--- config.mk ---
export PLATFORM = sky130hd
export DESIGN_NAME = ssv_top
export DESIGN_NICKNAME = d
export VERILOG_FILES = /design/src/ssv_pkg.sv /design/src/ssv_ctl_if.sv /design/src/ssv_mem_guard.sv /design/src/ssv_mr_filter.sv /design/src/ssv_top.sv
export SDC_FILE = /design/constraint.sdc
export NUM_CORES = 1
export LEC_CHECK = 0
export BUFFER_PORTS_ARGS = -buffer_cell sky130_fd_sc_hd__buf_2
export CAP_MARGIN = 30
export CORE_MARGIN = 8
export CORE_UTILIZATION = 45
export CTS_CLUSTER_DIAMETER = 200
export CTS_CLUSTER_SIZE = 30
export DETAILED_ROUTE_END_ITERATION = 8
export SYNTH_ARGS = -nofsm -noshare
export SYNTH_HDL_FRONTEND = slang
export SYNTH_HIERARCHICAL = 1
export SYNTH_SLANG_ARGS = --single-unit
--- constraint.sdc ---
create_clock -name clk -period 2.2 [get_ports clk]
set_input_delay 0.11 -clock clk [delete_from_list [all_inputs] [get_ports clk]]
set_output_delay 0.11 -clock clk [all_outputs]
set_load 0.005 [all_outputs]
--- src/ssv_pkg.sv ---
// Package: constants and types of the supply reset supervisor
package ssv_pkg;
   // ----------------------------------------
   // Clock and timing
   // ----------------------------------------
   localparam int CLK_HZ = 25_000_000;
   localparam int TIMEOUT_MS = 200;
   localparam int TIMEOUT_CYC = (CLK_HZ / 1000) * TIMEOUT_MS;
   localparam int GLITCH_NS = 100;
   // Least time: round up, at least one cycle
   localparam int GLITCH_CYC = (GLITCH_NS * (CLK_HZ / 1_000_000) + 999) / 1000;
   localparam int PROG_MS = 5;
   // Longest time: round down
   localparam int PROG_CYC = (CLK_HZ / 1000) * PROG_MS;
   localparam int TICK_DIV = 25;
   localparam int CNT_W = 24;
   localparam int FLT_W = 4;

   // ----------------------------------------
   // Variants
   // ----------------------------------------
   localparam logic VARIANT_LOW = 1'b0;
   localparam logic VARIANT_HIGH = 1'b1;

   // ----------------------------------------
   // Sequencer states
   // ----------------------------------------
   typedef enum logic [1:0] {
      SSV_UNDER = 2'b00,
      SSV_TIMING = 2'b01,
      SSV_RUN = 2'b10
   } ssv_state_t;
endpackage

--- src/ssv_ctl_if.sv ---
// Interface: reset status between sequencer and memory guard
interface ssv_ctl_if;
   logic rst_active;
   logic prog_busy;
   modport seq (output rst_active, input prog_busy);
   modport guard (input rst_active, output prog_busy);
endinterface

--- src/ssv_mem_guard.sv ---
// Memory guard: blocks the embedded memory during reset and programming
module ssv_mem_guard (
   input wire logic clk,
   input wire logic rst,
   ssv_ctl_if.guard ctl,
   input wire logic bus_start,
   input wire logic write_stop,
   output logic bus_enable,
   output logic prog_start,
   output logic prog_busy,
   output logic txn_abort
);
   logic [ssv_pkg::CNT_W-1:0] prog_cnt_q;
   logic rst_act_q;

   // ----------------------------------------
   // Programming cycle
   // ----------------------------------------
   // A running cycle ignores reset; a new one cannot start in reset
   assign prog_start = write_stop && !ctl.rst_active && prog_cnt_q == '0;
   always_ff @(posedge clk or posedge rst) begin
      if (rst) begin
         prog_cnt_q <= '0;
      end else if (prog_start) begin
         prog_cnt_q <= ssv_pkg::CNT_W'(ssv_pkg::PROG_CYC);
      end else if (prog_cnt_q != '0) begin
         prog_cnt_q <= prog_cnt_q - 1'b1;
      end
   end
   assign prog_busy = prog_cnt_q != '0;
   assign ctl.prog_busy = prog_busy;

   // ----------------------------------------
   // Bus gating
   // ----------------------------------------
   assign bus_enable = !ctl.rst_active && !prog_busy;
   always_ff @(posedge clk or posedge rst) begin
      if (rst) begin
         rst_act_q <= 1'b1;
      end else begin
         rst_act_q <= ctl.rst_active;
      end
   end
   // Abort pulse on reset entry; bus_enable refuses new starts
   assign txn_abort = ctl.rst_active && !rst_act_q;

   property p_no_prog_in_rst;
      @(posedge clk) disable iff (rst) ctl.rst_active && !prog_busy |=> !prog_busy;
   endproperty
   a_no_prog_in_rst: assert property (p_no_prog_in_rst)
      else $error("program cycle started during reset");

   property p_abort_on_entry;
      @(posedge clk) disable iff (rst) $rose(ctl.rst_active) |-> txn_abort;
   endproperty
   a_abort_on_entry: assert property (p_abort_on_entry)
      else $error("transaction not aborted on reset entry");

   property p_prog_len;
      @(posedge clk) disable iff (rst) prog_start |=> prog_busy [*8];
   endproperty
   a_prog_len: assert property (p_prog_len)
      else $error("programming cycle ended early");

   property p_prog_survives;
      @(posedge clk) disable iff (rst)
         prog_busy && ctl.rst_active && prog_cnt_q > ssv_pkg::CNT_W'(1) |=> prog_busy;
   endproperty
   a_prog_survives: assert property (p_prog_survives)
      else $error("programming aborted by reset");
   c_prog: cover property (@(posedge clk) disable iff (rst) prog_start);
endmodule

--- src/ssv_mr_filter.sv ---
// Glitch filter and falling-edge detector for the manual reset pin
module ssv_push_filter #(
   parameter int LEN = 3
) (
   input wire logic clk,
   input wire logic rst,
   input wire logic pin_i,
   output logic fall_o
);
   logic [ssv_pkg::FLT_W-1:0] cnt_q;
   logic stable_q;

   // Level must persist LEN cycles before it is believed
   always_ff @(posedge clk or posedge rst) begin
      if (rst) begin
         cnt_q <= '0;
      end else if (pin_i == stable_q) begin
         cnt_q <= '0;
      end else if (cnt_q != ssv_pkg::FLT_W'(LEN)) begin
         cnt_q <= cnt_q + 1'b1;
      end
   end

   always_ff @(posedge clk or posedge rst) begin
      if (rst) begin
         stable_q <= 1'b1;
      end else if (pin_i != stable_q && cnt_q == ssv_pkg::FLT_W'(LEN)) begin
         stable_q <= pin_i;
      end
   end

   assign fall_o = stable_q && !pin_i && cnt_q == ssv_pkg::FLT_W'(LEN);
endmodule

--- src/ssv_top.sv ---
// Top: supply reset supervisor with manual reset and memory guard
module ssv_top #(
   parameter logic VARIANT = ssv_pkg::VARIANT_LOW,
   parameter int TIMEOUT_TICKS = ssv_pkg::TIMEOUT_CYC / ssv_pkg::TICK_DIV
) (
   input wire logic clk,
   input wire logic rst,
   input wire logic supply_low,
   input wire logic reset_pin_i,
   output logic reset_pin_o,
   output logic reset_pin_oe,
   output logic reset_active,
   input wire logic bus_start,
   input wire logic write_stop,
   output logic bus_enable,
   output logic prog_start,
   output logic prog_busy,
   output logic txn_abort
);
   ssv_ctl_if ctl ();
   ssv_pkg::ssv_state_t state_q;
   logic [ssv_pkg::CNT_W-1:0] tmo_q;
   logic [4:0] div_q;
   logic tick;
   logic push_fall;
   logic push_pin;
   logic trigger;
   logic reload;

   // ----------------------------------------
   // Timebase
   // ----------------------------------------
   // Restarted with the count, so a timeout never loses part of a tick
   always_ff @(posedge clk or posedge rst) begin
      if (rst) begin
         div_q <= '0;
      end else if (reload || div_q == 5'(ssv_pkg::TICK_DIV - 1)) begin
         div_q <= '0;
      end else begin
         div_q <= div_q + 1'b1;
      end
   end
   assign tick = div_q == 5'(ssv_pkg::TICK_DIV - 1);

   // ----------------------------------------
   // Manual reset input
   // ----------------------------------------
   // Output-only variant has no input path
   assign push_pin = (VARIANT == ssv_pkg::VARIANT_LOW) ? reset_pin_i : 1'b1;
   ssv_push_filter #(.LEN(ssv_pkg::GLITCH_CYC)) u_filt (
      .clk(clk),
      .rst(rst),
      .pin_i(push_pin),
      .fall_o(push_fall)
   );
   // Own drive is not a trigger: only edges while released
   assign trigger = push_fall && state_q == ssv_pkg::SSV_RUN;
   assign reload = supply_low || trigger || state_q == ssv_pkg::SSV_UNDER;

   // ----------------------------------------
   // Sequencer
   // ----------------------------------------
   always_ff @(posedge clk or posedge rst) begin
      if (rst) begin
         state_q <= ssv_pkg::SSV_UNDER;
      end else begin
         case (state_q)
            ssv_pkg::SSV_UNDER: begin
               if (!supply_low) begin
                  state_q <= ssv_pkg::SSV_TIMING;
               end
            end
            ssv_pkg::SSV_TIMING: begin
               if (supply_low) begin
                  state_q <= ssv_pkg::SSV_UNDER;
               end else if (tick && tmo_q == 1) begin
                  state_q <= ssv_pkg::SSV_RUN;
               end
            end
            ssv_pkg::SSV_RUN: begin
               if (supply_low) begin
                  state_q <= ssv_pkg::SSV_UNDER;
               end else if (trigger) begin
                  state_q <= ssv_pkg::SSV_TIMING;
               end
            end
            default: state_q <= ssv_pkg::SSV_UNDER;
         endcase
      end
   end

   // Reload on every trigger, count down on timebase ticks
   always_ff @(posedge clk or posedge rst) begin
      if (rst) begin
         tmo_q <= '0;
      end else if (reload) begin
         tmo_q <= ssv_pkg::CNT_W'(TIMEOUT_TICKS);
      end else if (tick && tmo_q != '0) begin
         tmo_q <= tmo_q - 1'b1;
      end
   end

   // ----------------------------------------
   // Reset pin
   // ----------------------------------------
   assign reset_active = state_q != ssv_pkg::SSV_RUN;
   assign ctl.rst_active = reset_active;
   // Open drain: drive only the active level, release otherwise
   assign reset_pin_o = (VARIANT == ssv_pkg::VARIANT_LOW) ? 1'b0 : 1'b1;
   assign reset_pin_oe = reset_active;

   // ----------------------------------------
   // Memory guard
   // ----------------------------------------
   ssv_mem_guard u_guard (
      .clk(clk),
      .rst(rst),
      .ctl(ctl.guard),
      .bus_start(bus_start),
      .write_stop(write_stop),
      .bus_enable(bus_enable),
      .prog_start(prog_start),
      .prog_busy(prog_busy),
      .txn_abort(txn_abort)
   );

   // ----------------------------------------
   // Checks
   // ----------------------------------------
   property p_low_asserts;
      @(posedge clk) disable iff (rst) supply_low |=> reset_active;
   endproperty
   a_low_asserts: assert property (p_low_asserts)
      else $error("reset not asserted on supply low");

   property p_release_needs_tmo;
      @(posedge clk) disable iff (rst)
         $fell(reset_active) |-> $past(tmo_q) == 1 && $past(tick);
   endproperty
   a_release_needs_tmo: assert property (p_release_needs_tmo)
      else $error("reset released before timeout");

   property p_trigger_holds;
      @(posedge clk) disable iff (rst)
         trigger && !supply_low |=> reset_active [*8];
   endproperty
   a_trigger_holds: assert property (p_trigger_holds)
      else $error("manual reset not held");

   property p_drive;
      @(posedge clk) disable iff (rst) reset_pin_oe == reset_active;
   endproperty
   a_drive: assert property (p_drive)
      else $error("pin drive mismatches reset state");

   property p_mem_off;
      @(posedge clk) disable iff (rst) reset_active |-> !bus_enable;
   endproperty
   a_mem_off: assert property (p_mem_off)
      else $error("memory enabled during reset");

   property p_reload;
      @(posedge clk) disable iff (rst)
         trigger |=> tmo_q == ssv_pkg::CNT_W'(TIMEOUT_TICKS);
   endproperty
   a_reload: assert property (p_reload)
      else $error("timeout not restarted");

   property p_edge;
      @(posedge clk) disable iff (rst)
         trigger && !supply_low |=> state_q == ssv_pkg::SSV_TIMING;
   endproperty
   a_edge: assert property (p_edge)
      else $error("manual edge did not start a timeout");

   property p_busy_off;
      @(posedge clk) disable iff (rst) ctl.prog_busy |-> !bus_enable;
   endproperty
   a_busy_off: assert property (p_busy_off)
      else $error("bus enabled while programming");

   c_release: cover property (@(posedge clk) disable iff (rst) $fell(reset_active));
   c_manual: cover property (@(posedge clk) disable iff (rst) trigger);
   c_brown: cover property (@(posedge clk) disable iff (rst)
      state_q == ssv_pkg::SSV_RUN ##1 supply_low);
endmodule

==> summary.md, run 1 <==
| Metric | Value |
|---|---|
| CTS tree | done |
| Routed wire length per instance | 14.6 um |
| Vias per Instance | 5.45 |
| DRC violations left | 0 |
| Yosys warnings | 6 |
| Synthesized area per cell | 10.2 um2 |
| Fin nets | 408 |
| Syn Inst Count | 333 |
| Sequential share of the synthesized area | 0.451 |
| Input/output buffers | 10 |
| Post-DRT Antenna Nets | 0 |
| Reg2Reg Capture Point | u_guard/prog_cnt_q[23]$_DFFE_PP0P_ |
| Commonest non-fill, non-tap cell in the layout | dfrtp_1 |
| Starting density of the core | 0.467 |
| XOR/XNOR Fraction of Synth Area | 0.0672 |
| Share of layout cells above drive strength 1 | 0.249 |
| Main synth FF type | dfrtp_1 |
| Final WS setup | -0.104 ns |
| Reg area | 0.00153 mm2 |
| First-pass DRT Iterations | 4 |
| Global route overflow | 0 |
| Full die area | 0.0106 mm2 |
| Antenna diodes | 0 |
| Die height | 103 um |
| Worst R2R Setup Slack | 0.01 ns |
| Max-slew violation count | 0 |
| Hold crit path type | in -> reg |
| CTS max path bufs | 2 |
| Post-synthesis compound-gate area fraction | 0.106 |
| Final wirelength | 7270 um |
| Maximum clock rate | 434 MHz |
| Die Wd | 103 um |
| Root buf cell | clkbuf_8 |
| RSZ-0062 raised after global routing | yes |
| Final Non-Filler Cells | 497 |
| Deepest level of the CTS H-tree | 3 |
| Synthesized Nets | 348 |
| Via Count | 2711 |
| Area after DPL | 0.00378 mm2 |
| Required @ worst endpoint | 2.09 ns |
| Yosys reg bits | 61 |
| Commonest cells after routing, fill and taps aside | dfrtp_1, buf_4, nor2_1, nor3_1, xor2_1 |
| Setup TNS | -0.228 ns |
| Final Cell Area | 0.00416 mm2 |
| R2r worst-path depth | 9 |
| Post-Synth Simple-Gate Area | 0.279 |
| Max rail drop VDD | 0.000600 V |
| Row count | 31 |
| Largest net degree at the start of global routing | 32 |
| Fin crit share | 1.05 |
| Worst Path Max Fanout | 6 |
| Core area | 0.00725 mm2 |
| Post-synth cell types | 64 |
| Worst Setup EP | prog_start |
| Syn-to-layout area delta | 22.7% |
| Filler Cell Count | 657 |
| Post-Synth Adder-Cell Area | 0.0332 |
| Clk Latency, worst-skew pair | 0.34 ns |
| Status | finished with violations |
| Global-route wire length before repair | 12900 um |
| Mux share of post-synthesis cell area | 0.0299 |
| Power per cell area | 806 mW/mm2 |
| Critical Path Start Type | register |
| Critical Path End Type | primary output |
| Pleak | 1.74 nW |
| Vias in the first global route | 2849 |
| CTS Buf Count | 9 |
| 1st-iter DRT viols | 63 |
| Synthesized area | 0.00339 mm2 |
| Tmin final | 2.30 ns |
| I/O pin count | 13 |
| # setup viols final | 3 |
| Final Wtd Congestion | 0.793 |
| Inst Count DP | 471 |
| Data arrival, critical path | 2.19 ns |
| # Max-Cap Violations | 0 |
| Final hold slack | 0.0181 ns |
| Reg2Reg Launch Point | u_guard/prog_cnt_q[15]$_DFFE_PP0P_ |
| Worst Skew | 0.00933 ns |
| Clock-pin slew on the worst setup and hold paths | 0.07 ns |
| Setup CP Type | reg -> out |
| Final Hold Fails | 0 |
| Main combinational cell family by area after synthesis | simple AND/OR/NAND/NOR gates |
| Failing checks | setup timing |
| DPL Wire Length | 5080 um |
| Initial antenna violation count | 0 |
| Area of the multi-input gates | 0.00180 mm2 |
| CTS sink cnt | 61 |
| Async SR Flop Fraction | 1.00 |
| Total track usage | 0.154 |
| Critical Path Start | u_guard/prog_cnt_q[15]$_DFFE_PP0P_ |
| Tot Pwr | 3.35 mW |
| Worst hold path depth | 2 |
| Post-synth EDFFs | 0 |
## cells in the mapped netlist, types with 6 or more instances
library cell	number	area, um2
ha_1	9	113
dfrtp_1	59	1480
nand3_1	11	55.1
nand4_1	7	43.8
xnor2_1	9	78.8
or3_1	9	56.3
o31ai_1	6	45.0
xor2_1	17	149
nand2b_1	8	50.1
nand2_1	16	60.1
inv_1	13	48.8
nor2_1	30	113
nor3_1	22	110
nor4_1	9	56.3
a21oi_1	13	65.1
## sequential cells by signal, indices dropped and copies added, names as in the netlist
register            flops
u_guard/rst_act_q       1
u_guard/prog_cnt_q     24
tmo_q                  24
state_q                 2
div_q                   5
u_filt/stable_q         1
u_filt/cnt_q            4
## worst max-delay path, stage by stage (launching register included)
cell and delay, ns:
dfrtp_1 0.38, or4_4 0.55, or3_4 0.35, buf_6 0.13, nor3_4 0.16, inv_4 0.08
nor2_1 0.10, buf_2 0.11
## report_power, final
part / internal (mW) / total, mW / leakage [nW] / switching [mW]
combinational: 0.354 / 0.706 / 0.841 / 0.352
sequential: 1.28 / 1.42 / 0.778 / 0.145
clock: 0.783 / 1.22 / 0.121 / 0.437
## routing by layer
| layer | share of wire | vias up | global-route usage |
|---|---|---|---|
| met5 | 0 | - | 0 |
| met4 | 0.0081 | 0 | 0.0556 |
| met3 | 0.027 | 6 | 0.0405 |
| met2 | 0.51 | 31 | 0.266 |
| met1 | 0.45 | 1330 | 0.181 |
| li1 | - | 1344 | - |
## layout make-up
class	instances	area share
Clock buffer	12	0.0349
Clock inverter	4	0.0229
Inverter	14	0.0132
Multi-Input combinational cell	250	0.432
Sequential cell	61	0.368
Tap cell	99	0.0298
Timing Repair Buffer	57	0.0990
## logic make-up (layout without fill, tap and decap cells)
kind of cell,count (synthesis),after routing
and+or+nand+nor,153,153
DFF,61,61
AOI/OAI and AO/OA,52,52
xor gates and xnor gates,26,26
buffers and inverters,22,87
adders and majority gates,9,9
muxes,9,9
other,1,1
## per-stage QoR
stage	worst slack, ns	utilization
floorplan	-0.109	-
global placement	0.00590	0.521
detailed placement	-0.0195	0.521
CTS	-0.130	0.565
global route	-0.188	0.573
finish	-0.104	0.573
## timing repair
| item | CTS | global route |
|---|---|---|
| setup endpoints to repair | 5 | 24 |
| pin swaps | 2 | 7 |
| resized for setup | 5 | 6 |
| hold buffers | 2 | 0 |
| endpoints found under the hold margin | 63 | 0 |
| setup buffers | 5 | 3 |
## worst min-delay path by stage
stage	startpoint	end	slack, ns
2_1_floorplan	rst	u_filt/cnt_q[0]$_DFFE_PP0P_	-0.11
3_3_place_gp	rst	u_filt/cnt_q[3]$_DFFE_PP0P_	0.04
3_5_place_dp	rst	u_filt/cnt_q[3]$_DFFE_PP0P_	0.04
4_1_cts	reset_pin_i	u_filt/stable_q$_DFFE_PP1P_	0.005
5_1_grt	reset_pin_i	u_filt/stable_q$_DFFE_PP1P_	0.003
6_report	reset_pin_i	u_filt/stable_q$_DFFE_PP1P_	0.02
(Power assumes the default switching activity.)
==> run 2: changes to the inputs <==
--- a/config.mk
+++ b/config.mk
@@ -7,11 +7,11 @@
 export LEC_CHECK = 0
 export BUFFER_PORTS_ARGS = -buffer_cell sky130_fd_sc_hd__buf_2
 export CAP_MARGIN = 30
-export CORE_MARGIN = 8
-export CORE_UTILIZATION = 45
+export CORE_UTILIZATION = 55
 export CTS_CLUSTER_DIAMETER = 200
 export CTS_CLUSTER_SIZE = 30
 export DETAILED_ROUTE_END_ITERATION = 8
+export PLACE_DENSITY = 0.72
 export SYNTH_ARGS = -nofsm -noshare
 export SYNTH_HDL_FRONTEND = slang
 export SYNTH_HIERARCHICAL = 1
==> constraint.sdc (replaced) <==
create_clock -name clk -period 2.93 [get_ports clk]
set_input_delay 0.1465 -clock clk [delete_from_list [all_inputs] [get_ports clk]]
set_output_delay 0.1465 -clock clk [all_outputs]
set_load 0.005 [all_outputs]
==> run 2 against run 1 <==
Against the previous run: non-clock buffer count fell by 36; critical endpoint unchanged; cell count fell by 12%; global-route usage up 7.4 points; die area shrank 39%; cell area decreased by 10%; wire length down 11%; critical path depth shrank 1; via count is 6.0% lower; the flow now finishes without violations; clock power decreased by 45%.
==> summary.md, run 2 (synthesis results as in run 1) <==
| Metric | Value |
|---|---|
| Status | complete, no violations |
| Final Wtd Congestion | 0.814 (+2.6%) |
| I/O pin count | 13 (unchanged) |
| Final wirelength | 6490 um (-11%) |
| Reg2Reg Capture Point | u_guard/prog_cnt_q[22]$_DFFE_PP0P_ |
| Fin nets | 372 (-8.8%) |
| Share of layout cells above drive strength 1 | 0.161 (-0.0881) |
| Required @ worst endpoint | 2.78 ns (+0.69 ns) |
| Root buf cell | clkbuf_8 |
| Data arrival, critical path | 2.37 ns (+0.18 ns) |
| Die height | 80.5 um (-22%) |
| First-pass DRT Iterations | 4 (unchanged) |
| Clk Latency, worst-skew pair | 0.34 ns (about the same) |
| Normalized max-slew margin | 0.375 |
| CTS sink cnt | 61 (unchanged) |
| Final WS setup | 0.418 ns (+0.523 ns) |
| Worst hold path depth | 2 (unchanged) |
| Largest net degree at the start of global routing | 32 (unchanged) |
| Finished Core Util | 0.632 (+0.0586) |
| Critical Path Start | u_guard/prog_cnt_q[15]$_DFFE_PP0P_ |
| Starting density of the core | 0.572 (+0.105) |
| Largest regs | tmo_q x24, u_guard/prog_cnt_q x24, div_q x5 |
| CTS tree | done |
| Worst-Margin Slew | 0.936 ns |
| # setup viols final | 0 (-3) |
| Hold buffer count at cts | 2 (unchanged) |
| Total track usage | 0.229 (+0.0741) |
| Post-place setup slack | 0.525 ns (+0.544 ns) |
| Global-route wire length before repair | 11200 um (-13%) |
| Row count | 28 (-9.7%) |
| Maximum clock rate | 398 MHz |
| Syn-to-layout area delta | 10.4% |
| Filler Cell Count | 497 (-24%) |
| Hold_sp | reset_pin_i |
| Hold crit path type | in -> reg |
| Vias in the first global route | 2502 (-12%) |
| Cts repair resizes | 0 (-5) |
| Max-slew violation count | 0 (unchanged) |
| CTS max path bufs | 2 (unchanged) |
| Setup TNS | 0 ns (+0.228 ns) |
| Input/output buffers | 10 (unchanged) |
| DPL Wire Length | 4560 um (-10%) |
| Vias per Instance | 5.84 (+7.1%) |
| Setup CP Type | reg -> out |
| # Max-Cap Violations | 0 (unchanged) |
| Core area | 0.00592 mm2 (-18%) |
| Fin crit share | 0.857 |
| Max rail drop VDD | 0.000487 V (-19%) |
| Routed wire length per instance | 14.9 um (+1.7%) |
| Clock-pin slew on the worst setup and hold paths | 0.06 ns (about the same) |
| Post-DRT Antenna Nets | 0 (unchanged) |
| Post-CTS Setup Bufs | 0 (-5) |
| Antenna diodes | 0 (unchanged) |
| Commonest cells after routing, fill and taps aside | dfrtp_1, nor2_1, nor3_1, xor2_1, nand2_1 |
| 1st-iter DRT viols | 152 (+140%) |
| Pleak | 1.53 nW (-12%) |
| Power per cell area | 593 mW/mm2 (-26%) |
| Via Count | 2548 (-6.0%) |
| Commonest non-fill, non-tap cell in the layout | dfrtp_1 |
| Die Wd | 80.5 um (-22%) |
| Deepest level of the CTS H-tree | 3 (unchanged) |
| Full die area | 0.00648 mm2 (-39%) |
| RSZ-0062 raised after global routing | no |
| Global route overflow | 0 (unchanged) |
| Worst Skew | 0.00651 ns (-0.00282 ns) |
| Hold Path Sink | u_filt/stable_q$_DFFE_PP1P_ |
| Critical Path End Type | primary output |
| R2r worst-path depth | 5 (-4) |
| CTS Buf Count | 9 (unchanged) |
| DRC violations left | 0 (unchanged) |
| Worst R2R Setup Slack | 0.51 ns (+0.50 ns) |
| Tmin final | 2.51 ns |
| Reg2Reg Launch Point | u_guard/prog_cnt_q[15]$_DFFE_PP0P_ |
| Final Hold Fails | 0 (unchanged) |
| Initial antenna violation count | 0 (unchanged) |
| Worst Path Max Fanout | 14 (+8) |
| Critical Path Start Type | register |
run 2: cell count changes in the layout (fill, tap and decap cells not counted), sizes merged:
cell,change
bufinv,-3
buf,-36
clkbuf,+2
run 2: cell type report:
| class | instances | area [um2] | area share |
|---|---|---|---|
| clock buffer | 14 | 173 | 0.0462 |
| clock inverter | 1 | 5.00 | 0.00134 |
| inverter | 14 | 52.6 | 0.0141 |
| multi-input combinational | 250 | 1750 | 0.468 |
| sequential | 61 | 1530 | 0.409 |
| tap | 75 | 93.8 | 0.0251 |
| timing repair buffer | 21 | 138 | 0.0368 |
run 2: metal layers:
layer	GRT usage	share of wire	up-vias
li1	-	-	1271
met1	0.288	0.47	1238
met2	0.379	0.49	31
met3	0.0511	0.029	8
met4	0.0911	0.012	0
met5	0	0	-
run 2: stage by stage:
step	power (mW)	hold slack, ns	cell area (um2)	std cells
6_report	2.22	0.0423	3740	436
5_1_grt	2.37	0.0393	3740	436
4_1_cts	2.24	0.0308	3740	436
3_5_place_dp	1.56	0.0701	3540	419
3_3_place_gp	1.53	0.0718	3540	419
2_1_floorplan	1.42	-0.0757	3390	333
run 2: critical path: stages (launching register included):
cell and delay [ns]:
dfrtp_1 0.41, or4_4 0.55, or3_1 0.46, nor3_4 0.22, inv_2 0.15, nor2_1 0.12
buf_2 0.11
run 2: where the power goes:
part / internal, mW / switching, mW
Combinational: 0.218 / 0.245
Clock: 0.371 / 0.302
Sequential: 0.961 / 0.120
run 2: worst max path at each step:
stage / end / slack, ns / cells after the start
2_1_floorplan: u_guard/prog_cnt_q[22]$_DFFE_PP0P_ / 0.62 / 6
3_3_place_gp: u_guard/prog_cnt_q[22]$_DFFE_PP0P_ / 0.56 / 5
3_5_place_dp: u_guard/prog_cnt_q[22]$_DFFE_PP0P_ / 0.52 / 5
4_1_cts: prog_start / 0.40 / 6
5_1_grt: prog_start / 0.23 / 6
6_report: prog_start / 0.42 / 6
==> run 3: changes to the inputs <==
--- a/config.mk
+++ b/config.mk
@@ -7,11 +7,11 @@
 export LEC_CHECK = 0
 export BUFFER_PORTS_ARGS = -buffer_cell sky130_fd_sc_hd__buf_2
 export CAP_MARGIN = 30
-export CORE_UTILIZATION = 55
+export CORE_UTILIZATION = 50
 export CTS_CLUSTER_DIAMETER = 200
 export CTS_CLUSTER_SIZE = 30
 export DETAILED_ROUTE_END_ITERATION = 8
-export PLACE_DENSITY = 0.72
+export PLACE_DENSITY = 0.67
 export SYNTH_ARGS = -nofsm -noshare
 export SYNTH_HDL_FRONTEND = slang
 export SYNTH_HIERARCHICAL = 1
==> run 3 against run 2 <==
Against the previous run: fmax shrank 0.62%; clock skew up 0.0023 ns; first-iteration DRC count rose by 8.6%; core utilization shrank 3.9 points; non-clock buffer count up 3; sequential share of layout area shrank 0.91 points; register-to-register slack hardly changed; sequential cell count unchanged; via count is 1.1% higher; sequential power hardly changed.
==> summary.md, run 3 (synthesis results as in run 1) <==
| Metric | Value |
|---|---|
| Final wirelength | 6570 um (+1.3%) |
| Clk Latency, worst-skew pair | 0.33 ns (about the same) |
| Tot Pwr | 2.37 mW (+6.9%) |
| DRC violations left | 0 (unchanged) |
| Finished Core Util | 0.592 (-0.0394) |
| Share of layout cells above drive strength 1 | 0.170 (+0.00920) |
| Deepest level of the CTS H-tree | 3 (unchanged) |
| Syn-to-layout area delta | 12.9% |
| Slowest cell delay on critical path | 0.55 ns (about the same) |
| Max-slew violation count | 0 (unchanged) |
| Normalized max-slew margin | 0.423 (+0.0474) |
| Core area | 0.00646 mm2 (+9.1%) |
| R2r worst-path depth | 5 (unchanged) |
| Met1 Usage GRT | 0.275 (-0.0126) |
| I/O pin count | 13 (unchanged) |
| Switch share | 0.289 (-0.0118) |
| Worst Skew | 0.00880 ns (+0.00229 ns) |
| Full die area | 0.00711 mm2 (+9.7%) |
| Commonest non-fill, non-tap cell in the layout | dfrtp_1 |
| Area after DPL | 0.00359 mm2 (+1.3%) |
| Die Wd | 84.3 um (+4.8%) |
| # Max-Cap Violations | 0 (unchanged) |
| Clock-pin slew on the worst setup and hold paths | 0.07 ns (about the same) |
| Worst-Margin Slew | 0.865 ns (-0.0710 ns) |
| Antenna diodes | 0 (unchanged) |
| Fin crit share | 0.863 (+0.00534) |
| P_sw | 684 uW (+2.7%) |
| Largest net degree at the start of global routing | 23 (-28%) |
| Hold crit path type | in -> reg |
| Pleak | 1.57 nW (+2.4%) |
| Hold Path Sink | u_filt/stable_q$_DFFE_PP1P_ |
| Sequential share of power | 0.455 (-0.033) |
| Global route overflow | 0 (unchanged) |
| Root buf cell | clkbuf_8 |
| Hold_sp | reset_pin_i |
| Largest regs | tmo_q x24, u_guard/prog_cnt_q x24, div_q x5 |
| Initial antenna violation count | 0 (unchanged) |
| Final Non-Filler Cells | 442 (+1.4%) |
| Internal | 1.68 mW (+8.7%) |
| CTS tree | done |
| Reg2Reg Capture Point | u_guard/prog_cnt_q[22]$_DFFE_PP0P_ |
| First-pass DRT Iterations | 4 (unchanged) |
| Reg2Reg Launch Point | u_guard/prog_cnt_q[15]$_DFFE_PP0P_ |
| 1st-iter DRT viols | 165 (+8.6%) |
| Final Wtd Congestion | 0.816 (+0.22%) |
| Worst Path Max Fanout | 14 (unchanged) |
| Data arrival, critical path | 2.38 ns (about the same) |
| Total track usage | 0.211 (-0.0174) |
| Combinational fraction of design power | 0.198 (-0.011) |
| Row count | 29 (+3.6%) |
| Inst Count DP | 424 (+1.2%) |
| Critical Path Start Type | register |
| Vias per Instance | 5.83 (-0.23%) |
| Slowest-stage cell, CP | or4_4 |
| Status | complete, no violations |
| Setup TNS | 0 ns (unchanged) |
| Final Cell Area | 0.00382 mm2 (+2.3%) |
| Worst hold path depth | 2 (unchanged) |
| Power per cell area | 619 mW/mm2 (+4.5%) |
| Post-CTS Setup Bufs | 0 (unchanged) |
| # setup viols final | 0 (unchanged) |
| Commonest cells after routing, fill and taps aside | dfrtp_1, nor2_1, nor3_1, xor2_1, nand2_1 |
| Clk pwr share | 0.347 (+0.043) |
| Setup CP Type | reg -> out |
| Fin nets | 375 (+0.81%) |
| Grt peak-use layer | met2 |
| CTS sink cnt | 61 (unchanged) |
| Global-route wire length before repair | 11800 um (+5.2%) |
| Via Count | 2577 (+1.1%) |
| CTS Buf Count | 9 (unchanged) |
| Starting density of the core | 0.524 (-0.0477) |
| GRT met3 Usage | 0.0472 (-0.00394) |
| Max rail drop VDD | 0.000328 V (-33%) |
| Vias in the first global route | 2519 (+0.68%) |
| Required @ worst endpoint | 2.78 ns (about the same) |
| Critical Path End Type | primary output |
| Tmin final | 2.53 ns (+0.0157 ns) |
| Die height | 84.3 um (+4.8%) |
| DPL Wire Length | 4610 um (+1.1%) |
| Final Hold Fails | 0 (unchanged) |
| Grt met2 use | 0.347 (-0.0316) |
| Maximum clock rate | 396 MHz (-0.62%) |
| RSZ-0062 raised after global routing | no |
| Post-DRT Antenna Nets | 0 (unchanged) |
| Input/output buffers | 10 (unchanged) |
| Routed wire length per instance | 14.9 um (about the same) |
| Worst R2R Setup Slack | 0.51 ns (about the same) |
| CP cell instances | or4_4 -> or3_1 -> nor3_4 -> inv_2 -> nor2_1 -> buf_2 |
| CTS max path bufs | 2 (unchanged) |
## run 3: worst max path at each step
stage | slack [ns] | cells past startpoint | end | from
CTS | 0.39 | 6 | prog_start | u_guard/prog_cnt_q[15]$_DFFE_PP0P_
global route | 0.25 | 6 | prog_start | u_guard/prog_cnt_q[4]$_DFFE_PP0P_
detailed placement | 0.53 | 5 | u_guard/prog_cnt_q[22]$_DFFE_PP0P_ | u_guard/prog_cnt_q[15]$_DFFE_PP0P_
global placement | 0.55 | 5 | u_guard/prog_cnt_q[22]$_DFFE_PP0P_ | u_guard/prog_cnt_q[15]$_DFFE_PP0P_
finish | 0.40 | 6 | prog_start | u_guard/prog_cnt_q[15]$_DFFE_PP0P_
floorplan | 0.62 | 6 | u_guard/prog_cnt_q[22]$_DFFE_PP0P_ | u_guard/prog_cnt_q[15]$_DFFE_PP0P_
## run 3: per-layer routing
metal,wire [um],share of wire,vias to the layer above
met5,0,0,-
met4,70,0.011,0
met3,248,0.038,9
met2,3190,0.49,49
met1,3060,0.47,1242
li1,-,-,1277
## run 3: stage by stage
step	setup slack, ns	hold slack (ns)
finish	0.403	0.0400
global placement	0.552	0.0729
CTS	0.393	0.0292
floorplan	0.621	-0.0757
global route	0.250	0.0390
detailed placement	0.527	0.0784
## run 3: power by group through the flow
stage / Sequential (mW) / Combinational [mW] / Clock (mW)
2_1_floorplan: 1.07 / 0.357 / 0
3_3_place_gp: 1.09 / 0.448 / 0
3_5_place_dp: 1.09 / 0.469 / 0
4_1_cts: 1.08 / 0.473 / 0.848
5_1_grt: 1.10 / 0.534 / 0.885
6_report: 1.08 / 0.468 / 0.822
## run 3: area by class of cell
cell class,instances,area (um2)
tap,77,96.3
clock inverter,4,72.6
timing repair buffer,24,180
clock buffer,12,145
fill,563,2630
sequential,61,1530
inverter,14,52.6
multi-input combinational,250,1750
## run 3: worst max-delay path, delay by kind of cell (launching register included)
family / cells / cell delay [ns]
AND/OR/NAND/NOR: 4 / 1.37
flip-flops: 1 / 0.41
buffers and inverters: 2 / 0.27
## run 3: repair_timing
action / in CTS / in global routing
hold buffers: 2 / 0
resized for setup: 0 / 0
endpoints found under the hold margin: 10 / 0
setup endpoints to repair: 0 / 0
